===== src/inc/wdi_pkg.sv =====
// Purpose: Shared constants of the watchdog and interval timer
// Assumes: One state of the timer equals one clk_sys cycle
// Notes:   Timing counts are derived from times in states
package wdi_pkg;

  // Widths
  localparam int CNT_W = 8;
  localparam int PRE_W = 12;
  localparam int CKS_W = 3;
  localparam int NUM_DIV = 8;

  // Write keys in the upper byte of a word write
  localparam logic [7:0] KEY_COUNT = 8'h5A;
  localparam logic [7:0] KEY_CTRL  = 8'hA5;
  localparam logic [7:0] FLAG_CLR_DATA = 8'h00;

  // Field positions of the timer control and status byte
  localparam int CTL_OVF_BIT  = 7;
  localparam int CTL_MODE_BIT = 6;
  localparam int CTL_RUN_BIT  = 5;
  localparam int CTL_CKS_LSB  = 0;

  // Field positions of the reset control and status byte
  localparam int RCS_FLAG_BIT = 7;
  localparam int RCS_OE_BIT   = 6;

  // Reserved bits that read as one
  localparam logic [1:0] CTL_RSV_ONES = 2'h3;
  localparam logic [5:0] RCS_RSV_ONES = 6'h3F;

  // Reset values
  localparam logic [7:0] COUNT_RST = 8'h00;
  localparam logic [2:0] CKS_RST   = 3'h0;

  // Divider exponents: /2 /32 /64 /128 /256 /512 /2048 /4096
  localparam int DIV_LOG2 [0:NUM_DIV-1] = '{1, 5, 6, 7, 8, 9, 11, 12};

  // Timing: one state is one clock period
  localparam int CLK_PERIOD_PS  = 5000;
  localparam int STATE_PS       = CLK_PERIOD_PS;
  localparam int INT_RST_STATES = 518;
  localparam int OUT_RST_STATES = 132;
  localparam int INT_RST_CYC =
    (INT_RST_STATES * STATE_PS + CLK_PERIOD_PS - 1) / CLK_PERIOD_PS;
  localparam int OUT_RST_CYC =
    (OUT_RST_STATES * STATE_PS + CLK_PERIOD_PS - 1) / CLK_PERIOD_PS;
  localparam int RST_CNT_W = $clog2(INT_RST_CYC + 1);

endpackage


===== src/design/wdi_watchdog_unit.sv =====
// Purpose: Watchdog and interval timer with keyed register writes
// Assumes: rst is the hardware clear pin, synchronous, active high
// Notes:   chip_r is the one reset request for pin and watchdog
`timescale 1ns/1ps
// Overview of operation
// - Watchdog overflow holds internal reset 518 states
// - Enabled external reset pin driven 132 states
// - Out-enable bit gates external reset pin
// - Watchdog and pin reset share one request
// - Pin reset wins over watchdog reset
// - Overflow in watchdog mode sets cause flag
// - Cause flag only with mode and run
// - Internal reset clears overflow, keeps cause
// - Interval mode requests interrupt per overflow
// - Overflow flag set on the overflow cycle
// - Interval request follows overflow flag
// - Counter write beats same-cycle increment
// - Counter increments on tick, wraps FF to 00
// - Clearing run halts and zeroes counter
// - Select picks one of eight divisors
// - Keyed word writes only, byte writes ignored
module wdi_watchdog_unit (
  // Clock, pin reset and clock enable
  input  logic        clk_sys,
  input  logic        rst,
  input  logic        ce,
  // CPU write port
  input  logic        cpu_wr,
  input  logic        cpu_wr_word,
  input  logic        cpu_wr_rst_reg,
  input  logic [15:0] cpu_wdata,
  // CPU read of the control byte, arms the flag clear
  input  logic        cpu_rd_ctrl,
  // Register read-back
  output logic [7:0]  wdog_count,
  output logic [7:0]  timer_ctrl_status,
  output logic [7:0]  wdog_reset_ctrl_status,
  // Reset and interrupt outputs
  output logic        chip_reset,
  output logic        sys_clear_out_pin_n,
  output logic        interval_irq
);

  localparam int RW = wdi_pkg::RST_CNT_W;

  // Pin pulse must end inside the internal reset
  if (wdi_pkg::OUT_RST_CYC > wdi_pkg::INT_RST_CYC) begin : g_chk
    $error("wdi_watchdog_unit: external pulse longer than internal");
  end

  logic [7:0]              count_r, count_nxt;
  logic                    mode_r, mode_nxt;
  logic                    run_r, run_nxt;
  logic [wdi_pkg::CKS_W-1:0] cks_r, cks_nxt;
  logic                    ovf_r, ovf_nxt;
  logic                    armed_r, armed_nxt;
  logic                    irq_r, irq_nxt;
  logic                    flag_r, flag_nxt;
  logic                    oe_r, oe_nxt;
  logic [RW-1:0]           int_left_r, int_left_nxt;
  logic [RW-1:0]           out_left_r, out_left_nxt;
  logic                    chip_r, chip_nxt;
  logic                    pin_n_r, pin_n_nxt;
  logic                    tick;
  logic                    wr_ok, wr_cnt, wr_ctl, wr_rcs;
  logic                    ovf_evt, wd_fire, hold_rst;
  logic [7:0]              wkey, wdat;

  wdi_prescaler #(
    .PRE_W (wdi_pkg::PRE_W)
  ) u_pre (
    .clk_sys (clk_sys),
    .rst     (rst),
    .ce      (ce),
    .run     (run_r & ~hold_rst),
    .sel     (cks_r),
    .tick    (tick)
  );

  assign wkey = cpu_wdata[15:8];
  assign wdat = cpu_wdata[7:0];
  assign hold_rst = (int_left_r != '0);
  assign wr_ok  = cpu_wr & cpu_wr_word;
  assign wr_cnt = wr_ok & ~cpu_wr_rst_reg & (wkey == wdi_pkg::KEY_COUNT);
  assign wr_ctl = wr_ok & ~cpu_wr_rst_reg & (wkey == wdi_pkg::KEY_CTRL);
  assign wr_rcs = wr_ok & cpu_wr_rst_reg;
  // Overflow is a wrap from FF on a tick
  assign ovf_evt = run_r & tick & (count_r == 8'hFF) & ~wr_cnt & ~hold_rst;
  // Cause only with mode and run set
  assign wd_fire = ovf_evt & mode_r & run_r;

  // Timer group
  always_comb begin
    count_nxt = count_r;
    mode_nxt  = mode_r;
    run_nxt   = run_r;
    cks_nxt   = cks_r;
    ovf_nxt   = ovf_r;
    armed_nxt = armed_r;
    if (cpu_rd_ctrl && ovf_r) begin
      armed_nxt = 1'b1;
    end
    // Mode, run and divider select written
    if (wr_ctl) begin
      mode_nxt = wdat[wdi_pkg::CTL_MODE_BIT];
      run_nxt  = wdat[wdi_pkg::CTL_RUN_BIT];
      cks_nxt  = wdat[wdi_pkg::CTL_CKS_LSB +: wdi_pkg::CKS_W];
      if (!wdat[wdi_pkg::CTL_OVF_BIT] && armed_r) begin
        ovf_nxt = 1'b0;
      end
      armed_nxt = 1'b0;
    end
    if (wr_cnt) begin
      count_nxt = wdat;
    end else if (run_r && tick) begin
      count_nxt = count_r + 8'h01;
    end
    if (!run_nxt) begin
      count_nxt = wdi_pkg::COUNT_RST;
    end
    // Flag set on the overflow cycle
    if (ovf_evt) begin
      ovf_nxt = 1'b1;
    end
    // Internal reset clears the timer state
    if (hold_rst) begin
      count_nxt = wdi_pkg::COUNT_RST;
      mode_nxt  = 1'b0;
      run_nxt   = 1'b0;
      cks_nxt   = wdi_pkg::CKS_RST;
      ovf_nxt   = 1'b0;
      armed_nxt = 1'b0;
    end
    // Interval request from flag and mode
    irq_nxt = ovf_nxt & ~mode_nxt;
  end

  always_ff @(posedge clk_sys) begin
    if (rst) begin
      count_r <= wdi_pkg::COUNT_RST;
      mode_r  <= 1'b0;
      run_r   <= 1'b0;
      cks_r   <= wdi_pkg::CKS_RST;
      ovf_r   <= 1'b0;
      armed_r <= 1'b0;
      irq_r   <= 1'b0;
    end else if (ce) begin
      count_r <= count_nxt;
      mode_r  <= mode_nxt;
      run_r   <= run_nxt;
      cks_r   <= cks_nxt;
      ovf_r   <= ovf_nxt;
      armed_r <= armed_nxt;
      irq_r   <= irq_nxt;
    end
  end

  // Reset group
  always_comb begin
    flag_nxt     = flag_r;
    oe_nxt       = oe_r;
    int_left_nxt = int_left_r;
    out_left_nxt = out_left_r;
    if (wr_rcs && wkey == wdi_pkg::KEY_CTRL &&
        wdat == wdi_pkg::FLAG_CLR_DATA) begin
      flag_nxt = 1'b0;
    end
    if (wr_rcs && wkey == wdi_pkg::KEY_COUNT) begin
      oe_nxt = wdat[wdi_pkg::RCS_OE_BIT];
    end
    // Overflow sets cause flag, set wins
    if (wd_fire) begin
      flag_nxt = 1'b1;
    end
    if (wd_fire) begin
      int_left_nxt = RW'(wdi_pkg::INT_RST_CYC);
    end else if (int_left_r != '0) begin
      int_left_nxt = int_left_r - 1'b1;
    end
    // Only when out enable is set
    if (wd_fire && oe_r) begin
      out_left_nxt = RW'(wdi_pkg::OUT_RST_CYC);
    end else if (out_left_r != '0) begin
      out_left_nxt = out_left_r - 1'b1;
    end
    chip_nxt  = (int_left_nxt != '0);
    pin_n_nxt = (out_left_nxt == '0);
  end

  always_ff @(posedge clk_sys) begin
    // Pin reset drives the same request
    if (rst) begin
      flag_r     <= 1'b0;
      oe_r       <= 1'b0;
      int_left_r <= '0;
      out_left_r <= '0;
      chip_r     <= 1'b1;
      pin_n_r    <= 1'b1;
    end else if (ce) begin
      flag_r     <= flag_nxt;
      oe_r       <= oe_nxt;
      int_left_r <= int_left_nxt;
      out_left_r <= out_left_nxt;
      chip_r     <= chip_nxt;
      pin_n_r    <= pin_n_nxt;
    end
  end

  assign wdog_count = count_r;
  assign timer_ctrl_status =
    {ovf_r, mode_r, run_r, wdi_pkg::CTL_RSV_ONES, cks_r};
  assign wdog_reset_ctrl_status = {flag_r, oe_r, wdi_pkg::RCS_RSV_ONES};
  assign chip_reset = chip_r;
  assign sys_clear_out_pin_n = pin_n_r;
  // Request stands while overflow flag is set and mode is clear
  assign interval_irq = irq_r;

  // Helper counters of reset pulse lengths
  logic [RW-1:0] int_len_h, out_len_h;

  always_ff @(posedge clk_sys) begin
    if (rst) begin
      int_len_h <= '0;
      out_len_h <= '0;
    end else if (ce) begin
      int_len_h <= chip_r ? int_len_h + 1'b1 : '0;
      out_len_h <= !pin_n_r ? out_len_h + 1'b1 : '0;
    end
  end
endmodule


===== src/design/wdi_prescaler.sv =====
// Purpose: Run-gated prescaler with selectable count tick
// Assumes: Synchronous active-high reset, clock enable freezes state
// Notes:   Held at zero while the timer is halted
`timescale 1ns/1ps
module wdi_prescaler #(
  parameter int PRE_W = wdi_pkg::PRE_W
) (
  // Clock and reset
  input  logic                     clk_sys,
  input  logic                     rst,
  input  logic                     ce,
  // Control
  input  logic                     run,
  input  logic [wdi_pkg::CKS_W-1:0] sel,
  // Count tick
  output logic                     tick
);

  logic [PRE_W-1:0]            pre_r;
  logic [PRE_W-1:0]            pre_nxt;
  logic [wdi_pkg::NUM_DIV-1:0] hit;

  if (PRE_W < wdi_pkg::DIV_LOG2[wdi_pkg::NUM_DIV-1]) begin : g_chk
    $error("wdi_prescaler: PRE_W too small for the largest divisor");
  end

  // Tick when the low bits of the prescaler are all ones
  for (genvar i = 0; i < wdi_pkg::NUM_DIV; i++) begin : g_hit
    assign hit[i] = &pre_r[wdi_pkg::DIV_LOG2[i]-1:0];
  end

  assign tick = run & hit[sel];

  always_comb begin
    pre_nxt = run ? pre_r + 1'b1 : '0;
  end

  always_ff @(posedge clk_sys) begin
    if (rst) begin
      pre_r <= '0;
    end else if (ce) begin
      pre_r <= pre_nxt;
    end
  end

endmodule


===== config.mk =====
export PLATFORM = sky130hd
export DESIGN_NAME = wdi_watchdog_unit
export DESIGN_NICKNAME = d
export VERILOG_FILES = /design/src/inc/wdi_pkg.sv /design/src/design/wdi_watchdog_unit.sv /design/src/design/wdi_prescaler.sv
export SDC_FILE = /design/constraint.sdc
export NUM_CORES = 1
export LEC_CHECK = 0
export BUFFER_PORTS_ARGS = -buffer_cell sky130_fd_sc_hd__buf_2
export CORE_ASPECT_RATIO = 0.9
export CORE_MARGIN = 2
export CORE_UTILIZATION = 55
export DETAILED_ROUTE_END_ITERATION = 6
export HOLD_SLACK_MARGIN = 0.02
export PLACE_DENSITY = 0.74
export RECOVER_POWER = 25
export SLEW_MARGIN = 20
export SYNTH_ARGS = -nofsm -noshare
export SYNTH_HDL_FRONTEND = slang
export SYNTH_SLANG_ARGS = --single-unit

===== constraint.sdc =====
create_clock -name clk_sys -period 4.9 [get_ports clk_sys]
set_input_delay 0.49 -clock clk_sys [delete_from_list [all_inputs] [get_ports clk_sys]]
set_output_delay 0.49 -clock clk_sys [all_outputs]
set_load 0.05 [all_outputs]

======== Word-level counts from Yosys, hierarchy flattened ========
Cells that the tools add are included.
storage, ports and cells
  register bits ........................... 52
  word-level logic and storage cells ...... 95
  output and inout port bits .............. 27
  input bits .............................. 23
cells by class
  add/subtract/negate cells ............... 4
  equality and inequality tests ........... 4
  reduce and logical (&&, ||, !) cells .... 28
  mux-type cells .......................... 26
  $lt $le $gt $ge ......................... 1
  bitwise logic cells ..................... 18
operators by type and width
  cell                                                number
  2-to-1 mux 10 bit                                   4
  2-to-1 mux 8 bit                                    4
  nonzero test 10 bit                                 3
  subtractor 10 x 1 -> 10 bit, second input constant  2
  == test 8 bit, second input constant                2
  AND 1 bit                                           14
  2-to-1 mux 1 bit                                    14
  adder 12 x 1 -> 12 bit, second input constant       1
  2-to-1 mux 12 bit                                   1
  AND reduction 12 bit                                1
  AND reduction 11 bit                                1
  logical NOT 10 bit                                  1
  AND reduction 2 bit                                 5
  AND reduction 9 bit                                 1
  adder 8 x 1 -> 8 bit, second input constant         1
  == test 8 x 7 -> 1 bit, second input constant       1
  logical NOT 8 bit                                   1
  AND reduction 8 bit                                 1
  logical AND 1 bit                                   7
  AND reduction 7 bit                                 1
  2-to-1 mux 3 bit                                    2
  AND reduction 6 bit                                 1
  AND reduction 5 bit                                 1
  < comparator 3 x 4 -> 1 bit, second input constant  1
  other kinds (6)                                     10

======== Longest topological paths before layout ========
Gate-level depths: netlist of the first run.
  depth in word-level cells ............... 13
  depth in mapped cells ................... 11
  depth with buffers taken out ............ 10

======== By module ========
Synthesis of the first run repeated with hierarchy kept, for this count alone.
unflattened totals
  cells, all modules ...................... 424
  area total of the unflattened synthesis .. 3,383.2 µm²
by module, submodules not included
  module             cells an instance  instances  area each (µm²)  seq. area each (µm²)
  wdi_watchdog_unit  348                1          2,721.4          800.8
  wdi_prescaler      76                 1          661.9            240.2

======== Worst setup path before layout of the first run ========
No wires, ideal clock.
  path kind ............................... register to register
  from .................................... register u_pre.pre_r[0]
  to ...................................... register count_r[2] (netlist: wdog_count[2])
  stages on the path, launching flop included .. 12
  data arrival time ....................... 2.219 ns
  setup slack ............................. 2.557 ns
  buffers on the path ..................... 1
  data required time ...................... 4.777 ns
  library setup time ...................... 0.123 ns
  clock period less this slack ............ 2.343 ns
  cells stage by stage .................... dfxtp_1 ha_1 nand3_1 nor2_1 ha_1 mux2i_1 a22oi_1 a21boi_0 clkbuf_1 or4b_1 nand4b_1 o21ai_1
between the ends
  cells in the longest elaborated chain, start to end .. 7
  elaborated cells on any way between the ends .. 13
  those cells by class .................... 1 x eq/ne; 2 x mux; 1 x bitwise; 9 x reduce/logical
ends and longest elaborated chain
  item                                                RTL line                  RTL
  from (decl)                                         wdi_prescaler.sv:19       logic [PRE_W-1:0] pre_r;
  from (signal assigned)                              wdi_prescaler.sv:42       pre_r <= pre_nxt;
  AND reduction 12 bit, or another cell as far along  wdi_prescaler.sv:29       assign hit[i] = &pre_r[wdi_pkg::DIV_LOG2[i]-1:0];
  binary-select mux 1 bit (select 3 bit) (*)          wdi_prescaler.sv:32       assign tick = run & hit[sel];
  2-to-1 mux 1 bit (implied by the code) (*)          wdi_prescaler.sv:32
  AND 1 bit (*)                                       wdi_prescaler.sv:32
  logical AND 1 bit (*)                               wdi_watchdog_unit.sv:115  end else if (run_r && tick) begin
  != test 4 bit (no line) (*)                         -
  AND reduction 2 bit (no line) (*)                   -
  to (signal assigned)                                wdi_watchdog_unit.sv:140  count_r <= wdi_pkg::COUNT_RST;
  to (signal assigned)                                wdi_watchdog_unit.sv:148  count_r <= count_nxt;
  to (decl)                                           wdi_watchdog_unit.sv:51   logic [7:0] count_r, count_nxt;
Mark *: on every way between the ends. The rest lies on a longest branch, timed or not. The select of a mux whose other input is x is not followed.
A chain may end at the register's enable or synchronous reset.

======== Worst setup path in the final report of the first run ========
  from .................................... register u_pre.pre_r[0]
  to ...................................... register out_left_r[1]
between the ends
  cells in the longest elaborated chain, start to end .. 12
  elaborated cells on any way between the ends .. 18
  those cells by class .................... 3 x mux; 7 x bitwise; 8 x reduce/logical
ends and longest elaborated chain
  item                                                RTL line                  RTL
  AND reduction 12 bit, or another cell as far along  wdi_prescaler.sv:29
  binary-select mux 1 bit (select 3 bit) (*)          wdi_prescaler.sv:32
  2-to-1 mux 1 bit (implied by the code) (*)          wdi_prescaler.sv:32
  AND 1 bit (*)                                       wdi_prescaler.sv:32
  AND 1 bit (*) (4 in series)                         wdi_watchdog_unit.sv:88   assign ovf_evt = run_r & tick & (count_r == 8'hFF) & ~wr_cnt & ~hold_rst;
  AND 1 bit (*) (2 in series)                         wdi_watchdog_unit.sv:90   assign wd_fire = ovf_evt & mode_r & run_r;
  logical AND 1 bit (*)                               wdi_watchdog_unit.sv:181  if (wd_fire && oe_r) begin
  2-to-1 mux 10 bit (*)                               wdi_watchdog_unit.sv:181
  to (signal assigned)                                wdi_watchdog_unit.sv:203  out_left_r <= out_left_nxt;
  to (decl)                                           wdi_watchdog_unit.sv:61   logic [RW-1:0] out_left_r, out_left_nxt;
Marked as above.

==> metrics, run 1 <==
CTS buffer count 5; Worst-Margin Slew between 700 and 800 ps; RSZ-0062 raised after global routing false; Clock Tree Buf Depth 2; pre-CTS WS approximately 2200 ps; PortBufs about 40; post-layout min period 2549 ps; DR WL met2 between 3000 and 4000 um; Inserted Diodes 0; placed cells around 490; P_sw around 800 uW; HPWL after detailed placement between 5000 and 6000 um; syn avg cell area roughly 8.0 um^2; clk sinks 52; critical path capture point type register; I/O pin total 50; final worst slack roughly 2400 ps; most common cell in the netlist dfxtp_1; CP arrival between 2000 and 3000 ps; Post-CTS Setup Repair Bufs 0; Post-Route Utilization 0.6103; largest area contributor in the netlist dfxtp_1; setup violators final 0; Critical-path top delay cell or3_1; total of max-cap violations 0; met3 wire len approximately 410 um; Cell Int Power around 950 uW; DP Area ~3400 um^2; part of the power in registers 0.358; Yosys reg bits between 50 and 60; Leak 1.286 nW; GP Congestion a little under 0.9; area delta synth->final 7.220%; pwr dens roughly 500 nW/um^2; count of cell types in the netlist 68; initial DRC count 227; initial antenna violation count 0; die extent in y between 70 and 80 um; vias in the first global route 2,725; CTS tree built; sequential cell area fraction in the yosys report 0.3212; Yosys top cell area share 0.3212; Area contributors post-synth dfxtp_1 32%, nor2_1 5.3%, mux2i_1 4.3%; die area 6523 um^2; Max-slew headroom 0.5120; DRC viols 0; ratio of cells with drive above 1 in the final layout 0.1206; GRT overflow 0; final WL 7558 um; Via density roughly 6.2; largest net degree at the start of global routing 40; Setup TNS 0 ps; VDD IR max about 0.00035 V; CP max stage delay 470 ps; Mapped Cells 405; mapped cell area approximately 3200 um^2; fmax 392.3 MHz; combinational share of power 0.498; Global Route Usage Sum 0.2314; M1 wire length 3553 um; highest metal used met4; Worst Hold Class primary input to register; NumNets Final 460; Worst-path clk slew approximately 100 ps; WP data required around 5000 ps; area of the core around 5700 um^2; Worst Clk Skew around 13 ps; cell area after layout between 3000 and 4000 um^2; Chip Width between 80 and 90 um; Yosys warning count 0; Skew-Pair Late Insertion Delay roughly 310 ps; switching share of power 0.4575; Post-synth top flop dfxtp_1; global-route wire length before repair roughly 13,000 um; share of flip-flops with an asynchronous set or reset 0; synth cell count leaders 52 x dfxtp_1, 46 x nor2_1, 37 x nand2_1; detailed-route wire length per cell 15.09 um; CTS H-tree lvls 2; outcome complete, no violations; Final Hold Vio Count 0; clock group share of total power 0.144; number of synthesized flops with an enable pin 0; post-cts sizing count 0; worst-path cell chain ha_1, nand3_1, nor2_1, ha_1, mux2i_1, a22oi_1, a21boi_0, buf_4, or3_1, o21ai_0, a21oi_1; Root Driver clkbuf_8; critical path launch point type register; CP Max Fanout 11; Routed Antenna Nets 0; crit share post-route 0.5202; initial core utilization 0.5692; most numerous cell on the critical path ha_1; routed vias a little over 3,000; Post-CTS Hold Buffers 0; Slew Limit Fails 0; num rows 26; crit path kind register to register; 1st-pass router iterations 4; Post-Layout Cell Count 501
## layout by cell type (no fill, tap or decap), drive strengths merged, types with 10 or more instances in the layout
| cell | Yosys | routed |
|---|---|---|
| nand2 | 37 | 37 |
| buf | 19 | 27 |
| nand4 | 12 | 12 |
| mux2i | 15 | 15 |
| nand3 | 18 | 18 |
| nor2 | 46 | 46 |
| dfxtp | 52 | 52 |
| a21oi | 18 | 18 |
| clkbuf | 13 | 21 |
| o21ai | 19 | 19 |
| xor2 | 10 | 10 |
| inv | 10 | 11 |
| nor3 | 22 | 22 |
## area by class of cell
class | count | area, um^2
clock buffer | 5 | 68.82
inverter | 11 | 41.29
clock inverter | 3 | 26.28
tap | 70 | 87.58
sequential | 52 | 1041
multi-input combinational | 317 | 2009
timing repair buffer | 43 | 200.2
fill | 531 | 2218
## power groups by stage
| stage | Combinational (mW) | Sequential [mW] | Clock (mW) |
|---|---|---|---|
| 6_report | 0.876 | 0.630 | 0.253 |
| 3_3_place_gp | 0.845 | 0.633 | 0 |
| 3_5_place_dp | 0.858 | 0.634 | 0 |
| 2_1_floorplan | 0.744 | 0.586 | 0 |
| 4_1_cts | 0.864 | 0.626 | 0.262 |
| 5_1_grt | 0.970 | 0.646 | 0.281 |
## sequential cells by signal (all words and copies together), names as in the netlist
signal / flops
run_r: 1
int_left_r: 10
cks_r: 3
oe_r: 1
mode_r: 1
u_pre.pre_r: 12
out_left_r: 10
interval_irq: 1
wdog_count: 8
flag_r: 1
ovf_r: 1
armed_r: 1
sys_clear_out_pin_n: 1
chip_reset: 1
## per-stage QoR
step / hold WS, ps / power (mW)
floorplan: 444.4 / 1.331
global placement: 457.9 / 1.478
CTS: 440.6 / 1.751
global route: 475.2 / 1.898
finish: 450.3 / 1.758
detailed placement: 464.9 / 1.492
## layer usage
metal | vias to the layer above | global-route usage
li1 | 1528 | -
met1 | 1456 | 0.3197
met2 | 113 | 0.3693
met3 | 10 | 0.05274
met4 | 0 | 0.05238
met5 | - | 0
## path summary, 6_finish.rpt
| kind | depth (start not counted) | startpoint | endpoint | slack [ps] |
|---|---|---|---|---|
| worst max-delay path | 11 | u_pre.pre_r[0]$_SDFFE_PP0P_ | out_left_r[1]$_SDFFE_PP0P_ | 2350 |
| worst min-delay path | 3 | cpu_wdata[0] | cks_r[0]$_SDFFE_PP0P_ | 450 |
| worst max register to register | 11 | u_pre.pre_r[0]$_SDFFE_PP0P_ | out_left_r[1]$_SDFFE_PP0P_ | 2350 |
| worst min register to register | 2 | flag_r$_SDFFE_PP0P_ | flag_r$_SDFFE_PP0P_ | 490 |
## logic make-up (layout without fill, tap and decap cells)
family | count (synthesis) | in the layout | share of synthesized area
flops | 52 | 52 | 0.3212
fa+ha+maj | 8 | 8 | 0.03011
mux | 18 | 18 | 0.05791
simple gates | 179 | 179 | 0.2969
xor+xnor | 17 | 17 | 0.04595
other cells | 1 | 8 | 0.001157
compound gates | 87 | 87 | 0.1799
buf+inv | 43 | 62 | 0.06680
## critical path, delay by kind of cell, from the launching register on
kind            cells  cell delay, ps
fa+ha+maj           2             360
compound gates      4             540
buf+inv             1             190
mux                 1              60
flops               1             430
simple gates        3             830
Note: power is estimated with default switching activity, not from simulation.
==> run 2, diff against run 1 <==
CORE_UTILIZATION = 52   (was 55)
PLACE_DENSITY = 0.73   (was 0.74)
clock period = 2.05 ns   (was 4.9 ns; I/O delays follow)
==> run 2 against run 1 <==
The run now ends with negative setup slack left. Via count is 6.5% higher. Global-route usage rose by 2.8 points. Flip-flop and latch count is the same. Sequential power increased by 120%. Critical path depth unchanged. Register-to-register slack lost 2500 ps. Worst hold slack worse by 290 ps. Non-clock buffer count rose by 60. Critical endpoint is now wdog_count[2]$_SDFFE_PP0P_. Core utilization increased by 8.1 points.
==> metrics, run 2 (synthesis gave the netlist of run 1 again) <==
met2 usage 0.4412 (+0.07193); Global Route Usage Sum 0.2596 (+0.02822); Largest Register u_pre.pre_r; HPWL after detailed placement 6330 um (+18%); area of the core 6081 um^2 (+6.8%); met3 GRT Util 0.03430 (-0.01844); ratio of cells with drive above 1 in the final layout 0.3177 (+0.1971); total power 4.990 mW (+180%); WP data required 2260 ps (-2810 ps); I/O pin total 50 (unchanged); failing checks negative setup slack; Worst-Margin Slew 595.9 ps (-134.0 ps); post-layout min period 2187 ps (-362.2 ps); GRT overflow 0 (unchanged); most frequent cells in the layout 60 x buf_4, 46 x dfxtp_1, 44 x nor2_1; Max-slew headroom 0.6044 (+0.09243); clk sinks 52 (unchanged); DRC viols 0 (unchanged); largest net degree at the start of global routing 37 (-7.5%); Reg2Reg Launch Point u_pre.pre_r[0]$_SDFFE_PP0P_; final WL 8853 um (+17%); Chip Width 87.21 um (+2.7%); initial core utilization 0.5329 (-0.03631); Inserted Diodes 0 (unchanged); setup violators final 21 (+21); global-route wire length before repair 14,330 um (+14%); Largest register FFs 12 (unchanged); GP Congestion 0.8767 (+1.0%); smallest hold slack 164.7 ps (-285.6 ps); Skew-Pair Late Insertion Delay 310 ps (about the same); pwr dens 1187 nW/um^2 (+130%); Clock Tree Buf Depth 2 (unchanged); detailed-route wire length per cell 15.72 um (+4.2%); VDD IR max 0.0005554 V (+60%); hold path startpoint cpu_wdata[1]; vias in the first global route 3,094 (+14%); biggest regs u_pre.pre_r: 12 flops, int_left_r: 10 flops, out_left_r: 10 flops; outcome finished, violations left; commonest non-fill, non-tap cell in the layout buf_4; critical path capture point type register; initial DRC count 299 (+32%); routed vias 3,310 (+6.5%); area delta synth->final 29.77%; 1st-pass router iterations 4 (unchanged); initial antenna violation count 0 (unchanged); Post-Layout Cell Count 563 (+12%); final worst slack -136.8 ps (-2488 ps); Slew Limit Fails 0 (unchanged); met1 GRT Util 0.3459 (+0.02615); die area 6880 um^2 (+5.5%); fmax 457.3 MHz (+17%); Via density 5.879 (-5.2%); crit share post-route 1.067 (+0.5465); Worst Clk Skew 13.05 ps (-0.1246 ps); RSZ-0062 raised after global routing true; CP arrival 2400 ps (-320 ps); crit path kind register to register; worst setup path start u_pre.pre_r[0]$_SDFFE_PP0P_; CTS tree built; num rows 27 (+3.8%); Leak 1.652 nW (+28%); Final Hold Vio Count 0 (unchanged); Worst Hold Class primary input to register; CTS H-tree lvls 2 (unchanged); Routed Antenna Nets 0 (unchanged); Worst-path clk slew 110 ps (about the same); Root Driver clkbuf_8; busiest layer in global routing met2; CP Max Fanout 5 (-6); CTS buffer count 5 (unchanged); total of max-cap violations 0 (unchanged); PortBufs 41 (unchanged); placed cells 548 (+11%); NumNets Final 520 (+13%); critical path launch point type register; die extent in y 78.89 um (+2.7%)
## run 2: changes by cell type in the layout (fill, tap and decap cells not counted), sizes merged
cell,previous run,this run
buf,27,92
clkbuf,21,17
clkinv,3,1
clkinvlp,0,2
inv,11,10
## run 2: report_power, final
group | switching [mW] | internal (mW) | total, mW
registers | 0.177 | 1.19 | 1.37
clock network | 0.359 | 0.274 | 0.633
logic | 1.60 | 1.39 | 2.99
total | 2.13 | 2.86 | 4.99
## run 2: final timing paths
kind	endpoint	slack, ps	cells after the start
worst max-delay path	wdog_count[2]$_SDFFE_PP0P_	-140	11
worst min-delay path	cks_r[1]$_SDFFE_PP0P_	160	3
worst max register to register	wdog_count[2]$_SDFFE_PP0P_	-140	11
worst min register to register	flag_r$_SDFFE_PP0P_	500	2
## run 2: metal layers
metal	wire (um)	share of wire
met5	0	0
met4	136	0.015
met3	443	0.050
met2	4432	0.50
met1	3840	0.43
## run 2: area by class of cell
| type | instances | area, um^2 |
|---|---|---|
| multi-input cells | 317 | 2252 |
| well taps | 72 | 90.09 |
| inverters | 11 | 41.29 |
| flip-flops and latches | 52 | 1051 |
| fillers | 486 | 1876 |
| clock buffers | 6 | 82.58 |
| clock inverters | 2 | 15.01 |
| repair buffers | 103 | 673.1 |
## run 2: critical path, stage by stage, from the launching register on
cell and delay, ps:
dfxtp_4 370, ha_4 140, nand3_4 100, nor2_4 130, ha_4 140, mux2i_1 60
a22oi_1 230, a21boi_2 130, buf_4 160, or4b_1 470, nand4b_1 100, o21ai_1 60
## run 2: metrics by stage
stage	setup WS [ps]	setup TNS (ps)	util	cell area, um^2
after global routing	-199.3	-2561	0.6916	4205
after floorplan	-53.25	-148.6	-	3323
after CTS	-144.3	-1162	0.6724	4089
after global placement	-84.13	-537.9	0.6356	3865
final	-136.8	-1334	0.6916	4205
after detailed placement	-196.4	-1973	0.6356	3865
## run 2: what timing repair did
action                     in CTS  in global routing
setup endpoints to repair      23                 26
setup buffers                   4                  4
pin swaps                      23                 21
resized for setup              21                 20
hold buffers                    0                  0
==> run 3, diff against run 2 <==
BUFFER_PORTS_ARGS = default   (was -buffer_cell sky130_fd_sc_hd__buf_2)
CORE_UTILIZATION = 55   (was 52)
DONT_BUFFER_PORTS = 1   (was default)
PLACE_DENSITY = 0.69   (was 0.73)
==> run 3 against run 2 <==
The flow still finishes with violations (negative setup slack). Register-to-register slack got worse by 40 ps. Sequential power increased by 3%. Design area fell by 4.6%. Setup slack worse by 39 ps. Highest routed layer unchanged.
==> metrics, run 3 (synthesis gave the netlist of run 1 again) <==
Largest Register u_pre.pre_r; Worst Hold Class primary input to register; commonest non-fill, non-tap cell in the layout buf_4; CP arrival 2470 ps (+70 ps); I/O pin total 50 (unchanged); P_sw 2.056 mW (-3.6%); area of the core 5693 um^2 (-6.4%); Hold Path Stages 2 (-1); Largest register FFs 12 (unchanged); 1st-pass router iterations 5 (+1); combinational share of power 0.572 (-0.027); Inserted Diodes 0 (unchanged); most frequent cells in the layout 58 x buf_4, 46 x dfxtp_1, 45 x nor2_1; routed vias 3,203 (-3.2%); CTS H-tree lvls 2 (unchanged); ratio of cells with drive above 1 in the final layout 0.2505 (-0.06717); CTS tree built; DRC viols 0 (unchanged); Root Driver clkbuf_8; initial core utilization 0.5692 (+0.03631); cell area after layout 4014 um^2 (-4.6%); footprint of the multi-input gates 2200 um^2 (-2.3%); crit share post-route 1.086 (+0.01878); post-layout min period 2225 ps (+38.50 ps); largest net degree at the start of global routing 34 (-8.1%); busiest layer in global routing met2; Worst-Margin Slew 1130 ps (+533.6 ps); Worst-path clk slew 90 ps (-20 ps); vias in the first global route 3,021 (-2.4%); setup violators final 22 (+4.8%); worst-path cell chain ha_4, nand3_4, inv_1, ha_1, mux2i_1, o21bai_1, o211ai_1, buf_4, o41ai_1, or3b_1, o21ai_2; switching share of power 0.4184 (-0.009088); total power 4.913 mW (-1.5%); Max-slew headroom 0.2445 (-0.3599); Via density 6.055 (+3.0%); VDD IR max 0.0009569 V (+72%); final worst slack -175.3 ps (-38.50 ps); GP Congestion 0.8587 (-2.1%); Chip Width 84.91 um (-2.6%); global-route wire length before repair 14,130 um (-1.4%); hold path startpoint cpu_wdata[6]; initial antenna violation count 0 (unchanged); clk sinks 52 (unchanged); fmax 449.4 MHz (-1.7%); met3 GRT Util 0.05490 (+0.02059); initial DRC count 244 (-18%); Worst Clk Skew 5.263 ps (-7.786 ps); part of the power in registers 0.286 (+0.012); die extent in y 76.82 um (-2.6%); num rows 26 (-3.7%); pre-CTS WS -245.4 ps (-48.99 ps); WP data required 2300 ps (+40 ps); CP max stage delay 380 ps (-90 ps); Cell Int Power 2.858 mW (about the same); Reg area 1051 um^2 (unchanged); GRT overflow 0 (unchanged); CP Max Fanout 3 (-2); die area 6523 um^2 (-5.2%); critical path capture point type register; crit path kind register to register; failing checks negative setup slack; area delta synth->final 23.86%; final WL 8747 um (-1.2%); Setup TNS -2328 ps (-994.0 ps); biggest regs u_pre.pre_r: 12 flops, int_left_r: 10 flops, out_left_r: 10 flops; pwr dens 1224 nW/um^2 (+3.2%); smallest hold slack 42.34 ps (-122.4 ps); total of max-cap violations 0 (unchanged); outcome finished, violations left; PortBufs 0 (-100%); HPWL after detailed placement 5987 um (-5.4%); Clock Tree Buf Depth 2 (unchanged); Skew-Pair Late Insertion Delay 310 ps (about the same); Leak 1.540 nW (-6.7%); reg2reg setup slack -180 ps (-40 ps); critical path launch point type register; detailed-route wire length per cell 16.53 um (+5.2%); Critical-path top delay cell o211ai_1; NumNets Final 488 (-6.2%); CTS buffer count 5 (unchanged); worst-case hold path end point oe_r$_SDFFE_PP0P_; Routed Antenna Nets 0 (unchanged); clock group share of total power 0.142 (+0.015); Filler cells 471 (-3.1%); Reg2Reg Launch Point u_pre.pre_r[0]$_SDFFE_PP0P_; Slew Limit Fails 0 (unchanged); RSZ-0062 raised after global routing true; Critical R2R Capture wdog_count[5]$_SDFFE_PP0P_; met2 usage 0.4378 (-0.003426); cells on worst reg2reg path 11 (unchanged); Global Route Usage Sum 0.2620 (+0.002328); met1 GRT Util 0.3393 (-0.006510); Final Hold Vio Count 0 (unchanged); DP Area 3705 um^2 (-4.1%)
[run 3: power by group through the flow]
stage	Clock (mW)	Sequential [mW]	Combinational, mW
floorplan	0	1.40	1.81
global placement	0	1.42	2.56
detailed placement	0	1.42	2.60
CTS	0.717	1.40	2.67
global route	0.748	1.44	3.10
finish	0.697	1.41	2.81
[run 3: worst max-delay path by stage]
| stage | from | to | slack (ps) | depth (start not counted) |
|---|---|---|---|---|
| finish | u_pre.pre_r[0]$_SDFFE_PP0P_ | wdog_count[5]$_SDFFE_PP0P_ | -180 | 11 |
| detailed placement | u_pre.pre_r[0]$_SDFFE_PP0P_ | out_left_r[8]$_SDFFE_PP0P_ | -250 | 10 |
| global placement | u_pre.pre_r[0]$_SDFFE_PP0P_ | out_left_r[8]$_SDFFE_PP0P_ | -160 | 10 |
| CTS | u_pre.pre_r[1]$_SDFFE_PP0P_ | wdog_count[2]$_SDFFE_PP0P_ | -150 | 11 |
| global route | u_pre.pre_r[1]$_SDFFE_PP0P_ | int_left_r[2]$_SDFFE_PP0P_ | -280 | 12 |
| floorplan | u_pre.pre_r[1]$_SDFFE_PP0P_ | wdog_count[2]$_SDFFE_PP0P_ | -50 | 11 |
[run 3: worst max-delay path: cells and delay by family (launching register included)]
family	cells	cell delay [ps]
AOI/OAI and AO/OA	4	640
adders and majority gates	2	320
buffers and inverters	2	230
DFF	1	360
muxes	1	150
and+or+nand+nor	2	460
[run 3: per-layer routing]
metal  vias up  part of all wire
met3        22             0.066
met4         0             0.019
li1       1563                 -
met5         -                 0
met2       120              0.48
met1      1498              0.44
[run 3: cell type report]
cell class                      instances  area share
Clock buffer                            6     0.01808
Clock inverter                          2    0.008728
Inverter                               11     0.01029
Multi-Input combinational cell        317      0.5480
Tap cell                               70     0.02182
Sequential cell                        52      0.2618
Timing Repair Buffer                   71      0.1312
[run 3: metrics by stage]
stage | utilization | std cells
3_3_place_gp | 0.6508 | 513
6_report | 0.7051 | 529
4_1_cts | 0.6822 | 524
5_1_grt | 0.7051 | 529
2_1_floorplan | - | 412
3_5_place_dp | 0.6508 | 513
[run 3: timing repair]
| action | 4_1_cts | 5_1_grt |
|---|---|---|
| endpoints found under the hold margin | 26 | 0 |
| gates resized for setup | 9 | 21 |
| hold buffers | 2 | 0 |
| pin swaps | 14 | 12 |
| gates cloned | 0 | 0 |
| buffers inserted | 1 | 5 |
| endpoints found under the setup margin | 24 | 28 |
